File: src/common/mfpt_pkg.sv
// package: offsets, field positions, reset values and carrier types of the monitor flag bank
package mfpt_pkg;
  localparam logic [7:0] MFPT_OFS_FAST_A = 8'h72;
  localparam logic [7:0] MFPT_OFS_FAST_B = 8'h73;
  localparam logic [7:0] MFPT_OFS_WARN_P = 8'h74;
  localparam logic [7:0] MFPT_OFS_WARN_M = 8'h75;
  localparam logic [7:0] MFPT_OFS_RSVD_LO = 8'h76;
  localparam logic [7:0] MFPT_OFS_RSVD_HI = 8'h7A;
  localparam logic [7:0] MFPT_OFS_PW_LO = 8'h7B;
  localparam logic [7:0] MFPT_OFS_PW_HI = 8'h7E;
  localparam logic [7:0] MFPT_OFS_TBL = 8'h7F;
  localparam logic [7:0] MFPT_RST_FAST = 8'h00;
  localparam logic [7:0] MFPT_RST_WARN_P = 8'h10;
  localparam logic [7:0] MFPT_RST_WARN_M = 8'h00;
  localparam logic [31:0] MFPT_RST_PW = 32'hFFFFFFFF;
  localparam logic [7:0] MFPT_READ_ZERO = 8'h00;
  localparam int MFPT_BIT_TX_POWER_LOW_FAST_ALARM = 0;
  localparam int MFPT_BIT_TX_POWER_HIGH_FAST_ALARM = 1;
  localparam int MFPT_BIT_HBIAS = 3;
  localparam int MFPT_BIT_BMAX = 3;
  localparam int MFPT_BIT_RX_LO = 6;
  localparam int MFPT_BIT_RX_HI = 7;
  localparam int MFPT_BIT_SUP_LO = 4;
  localparam int MFPT_BIT_TEMPERATURE_HIGH_FLAG = 7;
  localparam int MFPT_BIT_TEMPERATURE_LOW_FLAG = 6;
  localparam int MFPT_BIT_SUP_HI = 5;
  localparam int MFPT_BIT_MONITOR_INPUT_1_HI = 3;
  localparam int MFPT_BIT_MONITOR_INPUT_1_LO = 2;
  localparam int MFPT_BIT_MONITOR_INPUT_2_HI = 1;
  localparam int MFPT_BIT_MONITOR_INPUT_2_LO = 0;
  localparam int MFPT_BIT_MONITOR_INPUT_3_HI = 7;
  localparam int MFPT_BIT_MONITOR_INPUT_3_LO = 6;
  localparam int MFPT_BIT_MONITOR_INPUT_4_HI = 5;
  localparam int MFPT_BIT_MONITOR_INPUT_4_LO = 4;
  localparam logic [7:0] MFPT_MASK_RX = 8'hC0;
  localparam logic [7:0] MFPT_MASK_WARN_RSVD = 8'h0F;
  localparam int MFPT_PW_BYTES = 4;
  localparam logic [1:0] MFPT_PW_IDX_LAST = 2'h3;

  typedef enum logic [1:0] {
    MFPT_ACC_USER,
    MFPT_ACC_LOWER,
    MFPT_ACC_UPPER
  } mfpt_access_t;

  // one fast-comparison sample set, valid only with its strobe
  typedef struct packed {
    logic strobe;
    logic bias_high;
    logic txp_high;
    logic txp_low;
    logic rx_high;
    logic rx_low;
  } mfpt_fast_t;

  // one completed slow measurement with its comparison results
  typedef struct packed {
    logic done;
    logic high;
    logic low;
  } mfpt_meas_t;

  // host side byte access to the lower memory
  typedef struct packed {
    logic wr;
    logic rd;
    logic [7:0] addr;
    logic [7:0] wdata;
  } mfpt_bus_t;
endpackage

File: src/rtl/mfpt_pw_regs.sv
// password entry bytes: write-only storage with a registered comparison
`timescale 1ns/1ps
`default_nettype none
module mfpt_pw_regs
  import mfpt_pkg::*;
#(
  parameter int WIDTH = 32
) (
  input wire logic core_clk_in,
  input wire logic reset_in,
  input wire logic clk_en_in,
  input wire logic wr_in,
  input wire logic [1:0] idx_in,
  input wire logic [7:0] wdata_in,
  input wire logic [WIDTH-1:0] lower_pw_in,
  input wire logic [WIDTH-1:0] upper_pw_in,
  output mfpt_access_t level_out
);
  logic [WIDTH-1:0] entry_q;
  logic cmp_q;

  // =====================================================================
  // byte storage
  // preset ones
  always_ff @(posedge core_clk_in) begin
    if (reset_in) begin
      entry_q <= MFPT_RST_PW;
    end else if (clk_en_in && wr_in) begin
      // byte at the lowest offset holds the most significant bits
      entry_q[WIDTH-1-8*idx_in -: 8] <= wdata_in;
    end
  end

  always_ff @(posedge core_clk_in) begin
    if (reset_in) begin
      cmp_q <= 1'b0;
    end else if (clk_en_in) begin
      cmp_q <= wr_in;
    end
  end

  // =====================================================================
  // level grant, recomputed one cycle after any entry byte write
  // highest match wins
  always_ff @(posedge core_clk_in) begin
    if (reset_in) begin
      level_out <= MFPT_ACC_USER;
    end else if (clk_en_in && cmp_q) begin
      if (entry_q == upper_pw_in) begin
        level_out <= MFPT_ACC_UPPER;
      end else if (entry_q == lower_pw_in) begin
        level_out <= MFPT_ACC_LOWER;
      end else begin
        level_out <= MFPT_ACC_USER;
      end
    end
  end
endmodule
`default_nettype wire

File: src/rtl/mfpt_flag_bank.sv
// lower-memory flag, password and table select register bank
`timescale 1ns/1ps
`default_nettype none
module mfpt_flag_bank
  import mfpt_pkg::*;
#(
  parameter int PW_WIDTH = 32,
  parameter int BIAS_WIDTH = 10
) (
  input wire logic core_clk_in,
  input wire logic reset_in,
  input wire logic clk_en_in,
  input wire mfpt_bus_t bus_in,
  output logic [7:0] rdata_out,
  input wire mfpt_fast_t fast_in,
  input wire logic tx_disable_event_in,
  input wire logic [BIAS_WIDTH-1:0] bias_request_in,
  input wire logic [BIAS_WIDTH-1:0] bias_ceiling_limit_in,
  input wire mfpt_meas_t temp_meas_in,
  input wire mfpt_meas_t supply_meas_in,
  input wire mfpt_meas_t monitor_input_1_meas_in,
  input wire mfpt_meas_t monitor_input_2_meas_in,
  input wire mfpt_meas_t monitor_input_3_meas_in,
  input wire mfpt_meas_t monitor_input_4_meas_in,
  input wire logic below_poweron_trip_in,
  input wire logic [7:0] alarm_en_primary_in,
  input wire logic [7:0] alarm_en_monitors_in,
  input wire logic [7:0] alarm_primary_in,
  input wire logic [7:0] alarm_monitors_in,
  input wire logic [7:0] fast_en_b_in,
  input wire logic [7:0] warn_en_primary_in,
  input wire logic [7:0] warn_en_monitors_in,
  input wire logic [PW_WIDTH-1:0] lower_password_in,
  input wire logic [PW_WIDTH-1:0] upper_password_in,
  input wire logic [7:0] table_select_poweron_in,
  output logic [7:0] table_select_out,
  output mfpt_access_t access_level_out,
  output logic tx_fault_interrupt_out
);
  logic [7:0] fast_a_q;
  logic [7:0] fast_b_q;
  logic [7:0] warn_p_q;
  logic [7:0] warn_m_q;
  logic load_tbl_q;
  logic pw_hit;
  logic tbl_hit;
  logic rsvd_hit;
  logic [1:0] pw_idx;
  logic tx_off;
  logic [7:0] rd_d;
  logic fault_d;

  assign tx_off = tx_disable_event_in;
  assign pw_hit = bus_in.addr >= MFPT_OFS_PW_LO && bus_in.addr <= MFPT_OFS_PW_HI;
  assign tbl_hit = bus_in.addr == MFPT_OFS_TBL;
  assign rsvd_hit = bus_in.addr >= MFPT_OFS_RSVD_LO && bus_in.addr <= MFPT_OFS_RSVD_HI;
  assign pw_idx = 2'(bus_in.addr - MFPT_OFS_PW_LO);

  // =====================================================================
  // fast comparison flags; disable event outranks a fresh sample, except for the receive flags, which follow the strobe
  always_ff @(posedge core_clk_in) begin
    if (reset_in) begin
      fast_a_q <= MFPT_RST_FAST;
    end else if (clk_en_in) begin
      if (tx_off) begin
        fast_a_q[MFPT_BIT_HBIAS] <= 1'b0;
        fast_a_q[MFPT_BIT_TX_POWER_HIGH_FAST_ALARM] <= 1'b0;
        fast_a_q[MFPT_BIT_TX_POWER_LOW_FAST_ALARM] <= 1'b0;
      end else if (fast_in.strobe) begin
        fast_a_q[MFPT_BIT_HBIAS] <= fast_in.bias_high;
        fast_a_q[MFPT_BIT_TX_POWER_HIGH_FAST_ALARM] <= fast_in.txp_high;
        fast_a_q[MFPT_BIT_TX_POWER_LOW_FAST_ALARM] <= fast_in.txp_low;
      end
    end
  end

  always_ff @(posedge core_clk_in) begin
    if (reset_in) begin
      fast_b_q <= MFPT_RST_FAST;
    end else if (clk_en_in) begin
      if (fast_in.strobe) begin
        fast_b_q[MFPT_BIT_RX_HI] <= fast_in.rx_high;
        fast_b_q[MFPT_BIT_RX_LO] <= fast_in.rx_low;
      end
      fast_b_q[MFPT_BIT_BMAX] <= !tx_off && (bias_request_in > bias_ceiling_limit_in);
    end
  end

  // =====================================================================
  // measurement warnings; source supplies strict compare results
  always_ff @(posedge core_clk_in) begin
    if (reset_in) begin
      warn_p_q <= MFPT_RST_WARN_P;
    end else if (clk_en_in) begin
      if (temp_meas_in.done) begin
        warn_p_q[MFPT_BIT_TEMPERATURE_HIGH_FLAG] <= temp_meas_in.high;
        warn_p_q[MFPT_BIT_TEMPERATURE_LOW_FLAG] <= temp_meas_in.low;
      end
      if (supply_meas_in.done) begin
        warn_p_q[MFPT_BIT_SUP_HI] <= supply_meas_in.high;
      end
      if (below_poweron_trip_in) begin
        warn_p_q[MFPT_BIT_SUP_LO] <= 1'b1;
      end else if (supply_meas_in.done) begin
        warn_p_q[MFPT_BIT_SUP_LO] <= supply_meas_in.low;
      end
      if (monitor_input_1_meas_in.done) begin
        warn_p_q[MFPT_BIT_MONITOR_INPUT_1_HI] <= monitor_input_1_meas_in.high;
        warn_p_q[MFPT_BIT_MONITOR_INPUT_1_LO] <= monitor_input_1_meas_in.low;
      end
      if (monitor_input_2_meas_in.done) begin
        warn_p_q[MFPT_BIT_MONITOR_INPUT_2_HI] <= monitor_input_2_meas_in.high;
        warn_p_q[MFPT_BIT_MONITOR_INPUT_2_LO] <= monitor_input_2_meas_in.low;
      end
    end
  end

  always_ff @(posedge core_clk_in) begin
    if (reset_in) begin
      warn_m_q <= MFPT_RST_WARN_M;
    end else if (clk_en_in) begin
      // monitors 3 and 4, low nibble stays zero
      if (monitor_input_3_meas_in.done) begin
        warn_m_q[MFPT_BIT_MONITOR_INPUT_3_HI] <= monitor_input_3_meas_in.high;
        warn_m_q[MFPT_BIT_MONITOR_INPUT_3_LO] <= monitor_input_3_meas_in.low;
      end
      if (monitor_input_4_meas_in.done) begin
        warn_m_q[MFPT_BIT_MONITOR_INPUT_4_HI] <= monitor_input_4_meas_in.high;
        warn_m_q[MFPT_BIT_MONITOR_INPUT_4_LO] <= monitor_input_4_meas_in.low;
      end
    end
  end

  // =====================================================================
  // table select; power-on value is taken on the first enabled edge after reset
  always_ff @(posedge core_clk_in) begin
    if (reset_in) begin
      load_tbl_q <= 1'b1;
    end else if (clk_en_in) begin
      load_tbl_q <= 1'b0;
    end
  end

  always_ff @(posedge core_clk_in) begin
    if (reset_in) begin
      table_select_out <= MFPT_READ_ZERO;
    end else if (clk_en_in) begin
      if (load_tbl_q) begin
        table_select_out <= table_select_poweron_in;
      end else if (bus_in.wr && tbl_hit) begin
        table_select_out <= bus_in.wdata;
      end
    end
  end

  mfpt_pw_regs #(
    .WIDTH(PW_WIDTH)
  ) u_pw (
    .core_clk_in(core_clk_in),
    .reset_in(reset_in),
    .clk_en_in(clk_en_in),
    .wr_in(bus_in.wr && pw_hit),
    .idx_in(pw_idx),
    .wdata_in(bus_in.wdata),
    .lower_pw_in(lower_password_in),
    .upper_pw_in(upper_password_in),
    .level_out(access_level_out)
  );

  // =====================================================================
  // read mux; data valid the cycle after the read strobe
  always_comb begin
    rd_d = MFPT_READ_ZERO;
    unique case (bus_in.addr)
      MFPT_OFS_FAST_A: rd_d = fast_a_q;
      MFPT_OFS_FAST_B: rd_d = fast_b_q;
      MFPT_OFS_WARN_P: rd_d = warn_p_q;
      MFPT_OFS_WARN_M: rd_d = warn_m_q;
      MFPT_OFS_TBL: rd_d = table_select_out;
      default: rd_d = MFPT_READ_ZERO;
    endcase
  end

  always_ff @(posedge core_clk_in) begin
    if (reset_in) begin
      rdata_out <= MFPT_READ_ZERO;
    end else if (clk_en_in && bus_in.rd) begin
      rdata_out <= rd_d;
    end
  end

  // =====================================================================
  // fault interrupt; fast flags without enable bypass masking
  // OR of gated flags and the ungated fast flags
  always_comb begin
    fault_d = |(alarm_primary_in & alarm_en_primary_in)
      | |(alarm_monitors_in & alarm_en_monitors_in)
      | |(warn_p_q & warn_en_primary_in)
      | |(warn_m_q & warn_en_monitors_in)
      | |(fast_b_q & fast_en_b_in & MFPT_MASK_RX)
      | fast_a_q[MFPT_BIT_HBIAS] | fast_a_q[MFPT_BIT_TX_POWER_HIGH_FAST_ALARM] | fast_a_q[MFPT_BIT_TX_POWER_LOW_FAST_ALARM]
      | fast_b_q[MFPT_BIT_BMAX];
  end

  always_ff @(posedge core_clk_in) begin
    if (reset_in) begin
      tx_fault_interrupt_out <= 1'b0;
    end else if (clk_en_in) begin
      tx_fault_interrupt_out <= fault_d;
    end
  end
endmodule
`default_nettype wire

File: config.mk
export PLATFORM = sky130hd
export DESIGN_NAME = mfpt_flag_bank
export DESIGN_NICKNAME = d
export VERILOG_FILES = /design/src/common/mfpt_pkg.sv /design/src/rtl/mfpt_pw_regs.sv /design/src/rtl/mfpt_flag_bank.sv
export SDC_FILE = /design/constraint.sdc
export NUM_CORES = 1
export LEC_CHECK = 0
export ABC_AREA = 1
export BUFFER_PORTS_ARGS = -buffer_cell sky130_fd_sc_hd__clkbuf_2
export CORE_UTILIZATION = 51
export CTS_BUF_LIST = sky130_fd_sc_hd__clkbuf_8 sky130_fd_sc_hd__clkbuf_16
export DETAILED_ROUTE_END_ITERATION = 8
export GPL_ROUTABILITY_DRIVEN = 0
export GPL_TIMING_DRIVEN = 0
export PLACE_DENSITY = 0.9
export RECOVER_POWER = 100
export SETUP_SLACK_MARGIN = 0.05
export SYNTH_ARGS = -nofsm -noshare
export SYNTH_HDL_FRONTEND = slang
export SYNTH_HIERARCHICAL = 1
export SYNTH_SLANG_ARGS = --single-unit
File: constraint.sdc
create_clock -name core_clk_in -period 3.1 [get_ports core_clk_in]
set_input_delay 0.31 -clock core_clk_in [delete_from_list [all_inputs] [get_ports core_clk_in]]
set_output_delay 0.31 -clock core_clk_in [all_outputs]
set_load 0.02 [all_outputs]
==> run_results.csv <==
group,metric,value,unit
synthesis,avgSynthCellArea,6.30,um^2
clock_tree,cts-root-buf,"clkbuf_8",
power,p_int,1.59,mW
clock_tree,cts.sinks,71,
clock_tree,holdBufCountCts,0,
floorplan,row_count,34,
cells_and_area,drive_gt1_frac,0.253,
route,routedWlPerCell,12.9,um
route,routedLengthMet1,5790,um
route,vias,5325,
floorplan,ios,214,
route,top_layer,"met4",
sta,min_period,2410,ps
sta,max_freq,415,MHz
hold_path,holdPathEnd,"u_pw/level_out[0]",
power,switchingPower,620,uW
floorplan,die_area,0.00942,mm^2
hold_path,min_path_type,"in -> reg",
floorplan,start_util,0.528,
route,avgViaCountPerCell,5.04,
critical_path,rr_worst_depth,7,
synthesis,synth_largest_area_cell,"dfxtp_1",
hold_path,worstHoldPathCells,2,
global_route,grt_max_degree,14,
route,first_pass_iters,4,
synthesis,syn-cell-area,0.00461,mm^2
critical_path,cp-end-kind,"register",
synthesis,synth_nets,940,
synthesis,postSynthCellCount,731,
critical_path,path_class,"in -> reg",
clock_tree,cts_resized,0,
power,ir_worst_vdd,0.000209,V
power,swShare,0.281,
global_route,antenna_found_initial,0,
synthesis,seq_area_frac_synth,0.309,
clock_tree,insertion_delay,350,ps
power,power_frac_comb,0.178,
sta,hold_viol,0,
route,met2_wirelength,6400,um
floorplan,core_area,0.00872,mm^2
sta,min_period_over_period,0.777,
critical_path,arrival,2700,ps
critical_path,startpoint_type,"input port",
clock_tree,path_clk_slew,80,ps
sta,drv_slew,0,
global_route,grt_first_pass_wirelength,22000,um
sta,rsz0062_at_grt,"no",
clock_tree,cts_buffers,9,
cells_and_area,final_cell_mix,"246 x nand2_1, 181 x clkbuf_2, 81 x inv_1, 76 x nor2_1, 71 x dfxtp_1",
cells_and_area,final_common_cell,"nand2_1",
cells_and_area,nets,1153,
critical_path,cp.required,3390,ps
cells_and_area,n_antenna_cell,0,
synthesis,synth.top_cell.area_share,0.309,
power,finalPower,2.21,mW
run,max_cap_violations,0,
clock_tree,tritoncts,"built",
floorplan,die_y,97.0,um
placement,port_buffers,202,
synthesis,synthTopCellsByArea,"dfxtp_1 31%, nand2_1 20%, nand3_1 6.4%",
critical_path,cp_max_fo,10,
power,seqPwrFrac,0.434,
synthesis,ys_types,32,
synthesis,synth_seq_cells,71,
power,powerDensity,373,mW/mm^2
global_route,grt_pass1_vias,4820,
sta,fin_skew,16.0,ps
route,drc,0,
sta,slew_headroom,0.315,
route,drt-initial-drc-count,230,
power,p_leak,3.29,nW
cells_and_area,area_growth,28.4,%
hold_path,hold_start,"reset_in",
floorplan,die_x,97.0,um
clock_tree,cts_setup_buffers,0,
route,wl_met3,1120,um
critical_path,timing.rr.end,"table_select_out[3]",
sta,tightest_slew,1020,ps
cells_and_area,fillerInstances,788,
placement,hpwl,11000,um
critical_path,r2r_start,"load_tbl_q",
sta,finalSetupTns,0,ps
clock_tree,htreeDepth,3,
route,routed_wl,13600,um
global_route,track_usage,0.290,
outcome,status,"finished, final reports clean",
power,pwr-share-clk,0.387,
global_route,grt-ovfl-total,0,
sta,finalSetupViolCount,0,
clock_tree,clockBufferDepth,2,
synthesis,yosysWarnings,6,
route,antenna_left,0,
critical_path,worst-r2r-setup-slack,910,ps
==> cell usage after synthesis (all sizes together) <==
cell type / number
nand2: 251
inv: 99
a21oi: 29
clkinv: 2
buf: 9
a21o: 1
xnor2: 29
nand3: 59
mux2i: 8
o211ai: 18
nor3: 3
o21ai: 30
nand4: 9
or2: 1
o22ai: 1
ha: 14
clkbuf: 8
nor2: 87
xor2: 1
or3: 1
dfxtp: 71
==> power groups by stage <==
stage | clock, mW | sequential [mW] | combinational [mW]
after floorplan | 0 | 0.982 | 0.199
after global placement | 0 | 0.979 | 0.389
after detailed placement | 0 | 0.980 | 0.398
after CTS | 0.862 | 0.958 | 0.401
after global routing | 0.902 | 0.962 | 0.441
final | 0.856 | 0.960 | 0.394
==> worst max-delay path by stage <==
stage | depth (start not counted) | to | slack, ps | startpoint
after CTS | 14 | u_pw/entry_q[10] | 1100 | bus_in[15]
final | 13 | u_pw/entry_q[26] | 690 | bus_in[15]
after global placement | 14 | u_pw/entry_q[10] | 730 | bus_in[15]
after floorplan | 12 | u_pw/entry_q[14] | 1280 | bus_in[13]
after detailed placement | 14 | u_pw/entry_q[10] | 730 | bus_in[15]
after global routing | 13 | u_pw/entry_q[28] | 450 | bus_in[15]
==> state kept, by name, indices dropped and copies added (netlist names) <==
signal and cells:
fast_a_q 3, fast_b_q 3, load_tbl_q 1, rdata_out 8, table_select_out 8, tx_fault_interrupt_out 1
u_pw/cmp_q 1, u_pw/entry_q 32, u_pw/level_out 2, warn_m_q 4, warn_p_q 8
==> through the flow <==
| stage | instances | hold slack (ps) | instance area, um^2 | setup slack (ps) | utilization |
|---|---|---|---|---|---|
| after floorplan | 731 | 423 | 4610 | 1280 | - |
| after global placement | 1041 | 453 | 5750 | 729 | 0.660 |
| after detailed placement | 1041 | 461 | 5750 | 732 | 0.660 |
| after CTS | 1057 | 141 | 5980 | 1100 | 0.686 |
| after global routing | 1057 | 148 | 5920 | 454 | 0.678 |
| final | 1057 | 152 | 5920 | 690 | 0.678 |
==> per-layer routing <==
layer | up-vias | track usage
li1 | 2722 | -
met1 | 2342 | 0.359
met2 | 235 | 0.493
met3 | 26 | 0.0621
met4 | 0 | 0.102
met5 | - | 0
==> cells by family after synthesis <==
kind of cell               after synthesis  share of synthesized area
and+or+nand+nor                        411                      0.376
DFF                                     71                      0.309
muxes                                    8                     0.0174
xor gates and xnor gates                30                     0.0570
adders and majority gates               14                     0.0380
buffers and inverters                  118                      0.102
AOI/OAI and AO/OA                       79                      0.100
==> critical path, stage by stage <==
cell and delay (ps):
clkbuf_2 110, inv_1 50, nand2_1 50, nor2_2 180
buf_2 240, clkbuf_1 390, nand4_1 130, a21oi_1 220
nand2_2 120, nor3_4 270, clkbuf_1 400, nand2_1 110
nand3_1 100
==> final cells by class <==
type	count	area [um^2]	share of cell area
clock inverter	6	91.3	0.0154
tap	108	135	0.0228
timing repair buffer	202	985	0.166
inverter	101	379	0.0641
clock buffer	10	138	0.0233
buffer	17	85.1	0.0144
multi-input combinational	542	2680	0.453
sequential	71	1420	0.240
No activity file was read; power rests on OpenSTA's default activity.
